$ cat src/hw/panrb_pkg.sv
// Purpose: Constants for the auto-negotiation register bank
// Assumes: Byte offsets within one port page, port in addr[15:12]
// Notes: Two copper ports, numbered 1 and 2
package panrb_pkg;
    localparam int NPORTS = 2;
    localparam logic [3:0] PORT_FIRST = 4'h1;
    localparam logic [11:0] OFF_CTRL = 12'h100;
    localparam logic [11:0] OFF_ID_LO = 12'h106;
    localparam logic [11:0] OFF_ADV = 12'h108;
    localparam logic [11:0] OFF_LP = 12'h10a;
    localparam logic [11:0] OFF_EXP = 12'h10c;
    localparam logic [15:0] ADV_RESET = 16'h05e1;
    localparam logic [15:0] ADV_WMASK = 16'hadff;
    localparam logic [15:0] LP_RESET = 16'h0000;
    localparam logic [15:0] WORD_ZERO = 16'h0000;
    localparam int ADV_NP_BIT = 15;
    localparam int ADV_RF_BIT = 13;
    localparam int ADV_T4_BIT = 9;
    localparam int LP_NP_BIT = 15;
    localparam int LP_ACK_BIT = 14;
    localparam int EXP_PDF_BIT = 4;
    localparam int EXP_LPNP_BIT = 3;
    localparam int EXP_NP_BIT = 2;
    localparam int EXP_PR_BIT = 1;
    localparam int EXP_LPAN_BIT = 0;
    localparam int CTRL_RESTART_BIT = 9;
    typedef logic [15:0] panrb_word_t;
    typedef logic [3:0] panrb_nib_t;
    typedef logic [11:0] panrb_off_t;
endpackage

$ cat src/hw/panrb_flag_if.sv
// Purpose: Event flag carrier between bank and flag cells
// Assumes: All signals on mclk
// Notes: set and clr are one-cycle terms
`timescale 1ns/1ns
`default_nettype none
interface panrb_flag_if;
    logic set;
    logic clr;
    logic q;
    modport owner (input set, input clr, output q);
    modport user (output set, output clr, input q);
endinterface // panrb_flag_if
`default_nettype wire

$ cat src/hw/panrb_lhflag.sv
// Purpose: Latch-high event flag
// Assumes: set and clr from logic on mclk
// Notes: Set wins over a clear in the same cycle
`timescale 1ns/1ns
`default_nettype none
module panrb_lhflag (
    input wire logic mclk,
    input wire logic rst_b,
    panrb_flag_if.owner flag
);
    logic flag_reg;
    logic flag_next;

    assign flag_next = flag.set | (flag_reg & ~flag.clr);
    assign flag.q = flag_reg;

    always_ff @(posedge mclk or negedge rst_b) begin
        if (!rst_b) begin
            flag_reg <= 1'b0;
        end else begin
            flag_reg <= flag_next;
        end
    end
endmodule // panrb_lhflag
`default_nettype wire

$ cat src/hw/panrb_sc_bit.sv
// Purpose: Self-clearing command bit
// Assumes: set is a decoded write of 1
// Notes: q is a one-cycle pulse; the bit reads back as 0
`timescale 1ns/1ns
`default_nettype none
module panrb_sc_bit (
    input wire logic mclk,
    input wire logic rst_b,
    panrb_flag_if.owner flag
);
    logic pulse_reg;

    assign flag.q = pulse_reg;

    always_ff @(posedge mclk or negedge rst_b) begin
        if (!rst_b) begin
            pulse_reg <= 1'b0;
        end else begin
            pulse_reg <= flag.set & ~flag.clr;
        end
    end
endmodule // panrb_sc_bit
`default_nettype wire

$ cat src/hw/panrb_top.sv
// Purpose: Per-port auto-negotiation register bank, ports 1 and 2
// Assumes: Negotiation engine runs on mclk; its strobes need no sync
// Notes: Read data valid only in the cycle after the read strobe
//
// Contract
// - ID low word is fixed, read-only
// - Adv bit 15 next page, writable, reset 0
// - Adv bit 13 remote fault, writable, reset 0
// - Adv pause bits 11:10 writable, reset 01
// - Adv bit 9 always reads zero
// - Adv bits 8:5 writable, reset one
// - Partner bit 14 set once word received
// - Partner word read-only, same encoding
// - Expansion bit 4 latches parallel fault
// - Expansion bit 3 partner next page
// - Expansion bit 2 local next page
// - Expansion bit 1 latches page received
// - Expansion bit 0 partner can negotiate
// - Self-clearing bit restarts auto-negotiation
//
// The strobed register port was chosen for this implementation.
`timescale 1ns/1ns
`default_nettype none
module panrb_top #(
    // Arbitrary value, not a real identifier
    parameter panrb_pkg::panrb_word_t ID_LOW = 16'h00a5
) (
    input wire logic mclk,
    input wire logic rst_b,
    input wire logic [15:0] reg_addr,
    input wire logic [15:0] reg_wdata,
    input wire logic reg_wr,
    input wire logic reg_rd,
    output logic [15:0] reg_rdata,
    input wire logic [1:0] page_rx_stb,
    input wire logic [1:0][15:0] page_rx_word,
    input wire logic [1:0] par_fault_det,
    input wire logic [1:0] lp_an_able,
    output logic [1:0][15:0] adv_word,
    output logic [1:0] an_restart
);
    import panrb_pkg::*;

    // Port hit for the upper address nibble
    function automatic logic port_hit(input panrb_nib_t nib,
                                      input int idx);
        port_hit = (nib == (PORT_FIRST + 4'(idx)));
    endfunction

    // Register select within a port page
    function automatic panrb_word_t read_pick(
        input panrb_off_t off,
        input panrb_word_t id_w,
        input panrb_word_t adv_w,
        input panrb_word_t lp_w,
        input panrb_word_t exp_w
    );
        panrb_word_t res;
        res = WORD_ZERO;
        if (off == OFF_ID_LO) begin
            res = id_w;
        end else if (off == OFF_ADV) begin
            res = adv_w;
        end else if (off == OFF_LP) begin
            res = lp_w;
        end else if (off == OFF_EXP) begin
            res = exp_w;
        end
        read_pick = res;
    endfunction

    // Address split
    panrb_nib_t addr_port;
    panrb_off_t addr_off;
    assign addr_port = reg_addr[15:12];
    assign addr_off = reg_addr[11:0];

    // Offset decode shared by both ports
    logic off_is_ctrl;
    logic off_is_adv;
    logic off_is_exp;
    logic wr_restart_bit;
    assign off_is_ctrl = (addr_off == OFF_CTRL);
    assign off_is_adv = (addr_off == OFF_ADV);
    assign off_is_exp = (addr_off == OFF_EXP);
    assign wr_restart_bit = reg_wdata[CTRL_RESTART_BIT];

    // Per-port read words, merged below
    panrb_word_t port_rd_word [NPORTS];
    logic [NPORTS-1:0] port_sel;

    genvar p;
    generate
        for (p = 0; p < NPORTS; p++) begin : g_port
            // Port decode
            logic sel;
            logic wr_adv;
            logic wr_ctrl;
            logic rd_exp;
            assign sel = port_hit(addr_port, p);
            assign wr_adv = reg_wr & sel & off_is_adv;
            assign wr_ctrl = reg_wr & sel & off_is_ctrl;
            assign rd_exp = reg_rd & sel & off_is_exp;
            assign port_sel[p] = sel;

            // Local advertisement
            panrb_word_t adv_reg;
            panrb_word_t adv_next;
            assign adv_next = wr_adv ? (reg_wdata & ADV_WMASK) : adv_reg;

            always_ff @(posedge mclk or negedge rst_b) begin
                if (!rst_b) begin
                    adv_reg <= ADV_RESET;
                end else begin
                    adv_reg <= adv_next;
                end
            end

            // Restart command, self-clearing
            panrb_flag_if restart_if ();
            assign restart_if.set = wr_ctrl & wr_restart_bit;
            assign restart_if.clr = 1'b0;

            panrb_sc_bit u_restart (
                .mclk (mclk),
                .rst_b (rst_b),
                .flag (restart_if)
            );

            // Partner base page capture
            panrb_word_t lp_reg;
            panrb_word_t lp_next;
            logic ack_reg;
            logic ack_next;
            assign lp_next = page_rx_stb[p] ? page_rx_word[p] : lp_reg;
            assign ack_next = page_rx_stb[p] | (ack_reg & ~restart_if.q);

            always_ff @(posedge mclk or negedge rst_b) begin
                if (!rst_b) begin
                    lp_reg <= LP_RESET;
                    ack_reg <= 1'b0;
                end else begin
                    lp_reg <= lp_next;
                    ack_reg <= ack_next;
                end
            end

            // Partner negotiation ability, sampled level
            logic lpan_reg;
            always_ff @(posedge mclk or negedge rst_b) begin
                if (!rst_b) begin
                    lpan_reg <= 1'b0;
                end else begin
                    lpan_reg <= lp_an_able[p];
                end
            end

            // Latched events
            panrb_flag_if pdf_if ();
            panrb_flag_if prx_if ();
            assign pdf_if.set = par_fault_det[p];
            assign prx_if.set = page_rx_stb[p];
            assign pdf_if.clr = rd_exp;
            assign prx_if.clr = rd_exp;

            panrb_lhflag u_pdf (
                .mclk (mclk),
                .rst_b (rst_b),
                .flag (pdf_if)
            );

            panrb_lhflag u_prx (
                .mclk (mclk),
                .rst_b (rst_b),
                .flag (prx_if)
            );

            // Read views
            panrb_word_t lp_view;
            panrb_word_t exp_view;
            // ack bit over the captured word
            assign lp_view = {lp_reg[LP_NP_BIT], ack_reg,
                              lp_reg[LP_ACK_BIT-1:0]};
            assign exp_view = {11'h000,
                               pdf_if.q,
                               lp_reg[LP_NP_BIT],
                               adv_reg[ADV_NP_BIT],
                               prx_if.q,
                               lpan_reg};

            assign port_rd_word[p] = read_pick(addr_off, ID_LOW, adv_reg,
                                               lp_view, exp_view);

            // Outputs driven from flops
            assign adv_word[p] = adv_reg;
            assign an_restart[p] = restart_if.q;
        end
    endgenerate

    // Read data merge; unmapped or idle reads give zero
    panrb_word_t rd_merge;
    panrb_word_t rdata_reg;
    panrb_word_t rdata_next;
    assign rd_merge = port_sel[0] ? port_rd_word[0] :
                      port_sel[1] ? port_rd_word[1] : WORD_ZERO;
    // Data valid one cycle only, zero otherwise
    assign rdata_next = reg_rd ? rd_merge : WORD_ZERO;

    always_ff @(posedge mclk or negedge rst_b) begin
        if (!rst_b) begin
            rdata_reg <= WORD_ZERO;
        end else begin
            rdata_reg <= rdata_next;
        end
    end

    assign reg_rdata = rdata_reg;
endmodule // panrb_top
`default_nettype wire

$ cat config.mk
export PLATFORM = sky130hd
export DESIGN_NAME = panrb_top
export DESIGN_NICKNAME = d
export VERILOG_FILES = /design/src/hw/panrb_pkg.sv /design/src/hw/panrb_flag_if.sv /design/src/hw/panrb_lhflag.sv /design/src/hw/panrb_sc_bit.sv /design/src/hw/panrb_top.sv
export SDC_FILE = /design/constraint.sdc
export NUM_CORES = 1
export LEC_CHECK = 0
export BUFFER_PORTS_ARGS = -buffer_cell sky130_fd_sc_hd__buf_2
export CAP_MARGIN = 20
export CELL_PAD_IN_SITES_DETAIL_PLACEMENT = 1
export CELL_PAD_IN_SITES_GLOBAL_PLACEMENT = 2
export CORE_MARGIN = 2
export CORE_UTILIZATION = 35
export DETAILED_ROUTE_END_ITERATION = 6
export HOLD_SLACK_MARGIN = 0.1
export MAX_ROUTING_LAYER = met4
export PLACE_DENSITY = 0.95
export SYNTH_ARGS = -nofsm -noshare
export SYNTH_HDL_FRONTEND = slang
export SYNTH_SLANG_ARGS = --single-unit
$ cat constraint.sdc
create_clock -name mclk -period 2.38 [get_ports mclk]
set_input_delay 0.119 -clock mclk [delete_from_list [all_inputs] [get_ports mclk]]
set_output_delay 0.119 -clock mclk [all_outputs]
set_load 0.05 [all_outputs]
==> metrics.cfg <==
[sta]
setup_tns_ns=0
finClkSkew_ns=0.008189
final-setup-viol-count=0
post-route-period-util=0.7821
slew_headroom=0.6445
drv_slew=0
grt_setup_unrepaired=false
finalHoldViolCount=0
setup_ws_ns=0.5186
tightest_slew_ns=0.5333
fmax_mhz=537.2
min_period_ns=1.861

[synthesis]
synthAdderAreaFrac=0
synth_compound_area_frac=0.06387
ys_seq_area_frac=0.5329
ys_ff_latch=82
synthFlopType=dfrtp_1
synth_xor_area_frac=0.004516
ys_async_sr_fraction=1.000
synth_area_per_cell_um2=13.02
yosysWarnings=0
netlist_area_um2=3879
synth_cell_types=49
synth_top_family_by_area=multiplexers
synthMuxAreaShare=0.2210
synth_edf_count=0
netlist_instances=298
synth-simple-area-share=0.1342

[worst_hold_path]
hold_class=primary input to register
min_from=reg_addr[3]
whs_path_depth=4
hold_end=g_port[0].u_restart.flag.q$_DFF_PN0_

[clock_network]
cts_tree=built
clock_path_buffers=2
path_clk_slew_ns=0.09
clk_latency_ns=0.36
cts.htree.levels=3
clock-sinks=82
root_buffer=clkbuf_8
post_cts_resized=0
numCtsBuffers=9

[placement]
place_inst=545
hpwlAfterDp_um=7719
gp_congestion=0.7454
dpl_worst_slack_ns=0.2770
io_buffer_count=113

[final_layout]
largest_reg_flops=30
multi_input_area_um2=1674
nets=541
regArea_um2=2067
syn2layout_area_growth_pct=36.23
final_cells=612
nFillCells=1164
final_core_util=0.4874
diodes=0
layout-drive-gt1-share=0.4555

[global_route]
grt_first_pass_wirelength_um=17280
grt_remaining_overflow=0
grt_pass1_vias=3355
grt_max_degree=83
antenna_found_initial=0
track_usage=0.2005

[detailed_routing]
drt-initial-drc-count=84
drt_wl_total_um=10960
avgRoutedWirePerCell_um=17.92
postRouteAntennaNets=0
vias_per_cell=4.900
firstDrtPassIters=4
drc_errors=0
route.vias.total=2999

[power]
irDropWorstVdd_mv=0.2957
powerDensity_nw_per_um2=518.7
fin_total_pwr_mw=2.741
p_leak_nw=2.583

[die]
die_w_um=109.3
dieHeight_um=109.3
rows=38
die_area_um2=11940
start_util=0.3578
pin_count=124
core_area_um2=10840

[worst_setup_path]
timing.rr.start=g_port[0].adv_reg[13]$_DFFE_PN0P_
path_class=primary input to register
slowest_stage=dlygate4sd3_1
path_cells=dlygate4sd3_1 > buf_2 > and3b_1 > nand4_1 > or3b_1 > a31o_1 > a221oi_2
reg2reg_depth=2
cp_num_buf_inv=2
endpoint_kind=register
reg2reg_to=reg_rdata[13]$_DFF_PN0_
worstSetupStartpointType=primary input
rrSetupSlack_ns=1.15
path_max_fanout=10
max_stage_delay_ns=0.55
cp.arrival_ns=2.13
path_delay_family=simple AND/OR/NAND/NOR gates
worstPathRequired_ns=2.65

[run_status]
status=finished clean

[run]
maxCapViolations=0

## layout by cell type, fill, tap and decap left out, types with 7 or more instances in the layout
cell type,n
mux2_4,20
dlygate4sd3_1,50
nor2_1,12
nand2_1,38
dfstp_2,12
dfrtp_1,70
buf_2,112
a21oi_1,13
and2_1,7
mux2_2,30
clkbuf_8,9
buf_4,12
## report_power, final
group | total (mW) | leakage [nW] | internal (mW) | switching, mW
Clock | 0.930 | 0.0822 | 0.385 | 0.544
Sequential | 1.48 | 0.998 | 1.45 | 0.0296
Combinational | 0.336 | 1.50 | 0.177 | 0.159
## worst max path at each step
stage                  from                      end  slack, ns  depth (start not counted)
6_report        reg_addr[1]   reg_rdata[4]$_DFF_PN0_       0.52                          7
5_1_grt         reg_addr[1]   reg_rdata[4]$_DFF_PN0_       0.42                          7
4_1_cts         reg_addr[1]   reg_rdata[4]$_DFF_PN0_       0.52                          7
3_5_place_dp   reg_addr[11]  reg_rdata[13]$_DFF_PN0_       0.28                          7
3_3_place_gp   reg_addr[11]  reg_rdata[11]$_DFF_PN0_       0.36                          7
2_1_floorplan   reg_addr[7]  reg_rdata[11]$_DFF_PN0_       0.54                          5
## synthesized netlist by cell type (2+ instances only)
master | n | area, µm²
a21oi_1 | 13 | 65.06
nand3_4 | 2 | 35.03
and2_1 | 7 | 43.79
nand2b_1 | 2 | 12.51
a311oi_1 | 2 | 17.52
dfstp_2 | 12 | 315.3
o21ai_0 | 3 | 15.01
nor3_1 | 3 | 15.01
dfrtp_1 | 70 | 1752
mux4_1 | 5 | 131.4
buf_2 | 3 | 15.01
buf_4 | 8 | 60.06
buf_6 | 4 | 45.04
a21o_1 | 6 | 45.04
nand3_1 | 5 | 25.02
clkbuf_1 | 5 | 18.77
buf_1 | 2 | 7.510
and3b_1 | 2 | 17.52
nor4b_2 | 2 | 30.03
inv_1 | 5 | 18.77
nand2_1 | 38 | 142.6
nor2_1 | 12 | 45.04
mux2_4 | 20 | 300.3
a31oi_1 | 2 | 12.51
o21ai_1 | 3 | 15.01
mux2i_1 | 2 | 20.02
mux2_1 | 6 | 67.56
a31o_1 | 2 | 17.52
a22oi_1 | 3 | 22.52
mux2_2 | 30 | 337.8
## through the flow
step	hold WS [ns]	cell area [µm²]
after global routing	0.1378	5284
after detailed placement	0.2292	4586
after floorplan	-0.1766	3897
final	0.1347	5284
after global placement	0.2295	4586
after CTS	0.1248	5264
## layer usage
layer  global-route usage  vias up  wire length, µm
li1                     -     1379                -
met3              0.04363       12              458
met2               0.3465       87             5666
met1               0.2347     1521             4721
met5                    -        -                0
met4              0.05877        0              119
## area by class of cell
class / instances / area share
clock buffers: 9 / 0.02344
clock inverters: 7 / 0.01018
inverters: 5 / 0.003552
multi-input cells: 194 / 0.3168
flip-flops and latches: 82 / 0.3912
well taps: 140 / 0.03315
repair buffers: 175 / 0.2216
## worst min-delay path, stage by stage
cell and delay, ns:
buf_2 0.14, nor2_1 0.06, nand3_1 0.10, nor2_1 0.05
## cell families after synthesis
logic type                Yosys count
and+or+nand+nor                    85
xor gates and xnor gates            2
other                               1
buffers and inverters              27
DFF                                82
muxes                              63
AOI/OAI and AO/OA                  38
## repair_timing
item                                   4_1_cts  5_1_grt
hold buffers                                50        0
buffers inserted                             0        0
endpoints found under the hold margin      133        0
Power figures use the tool's default switching activity.
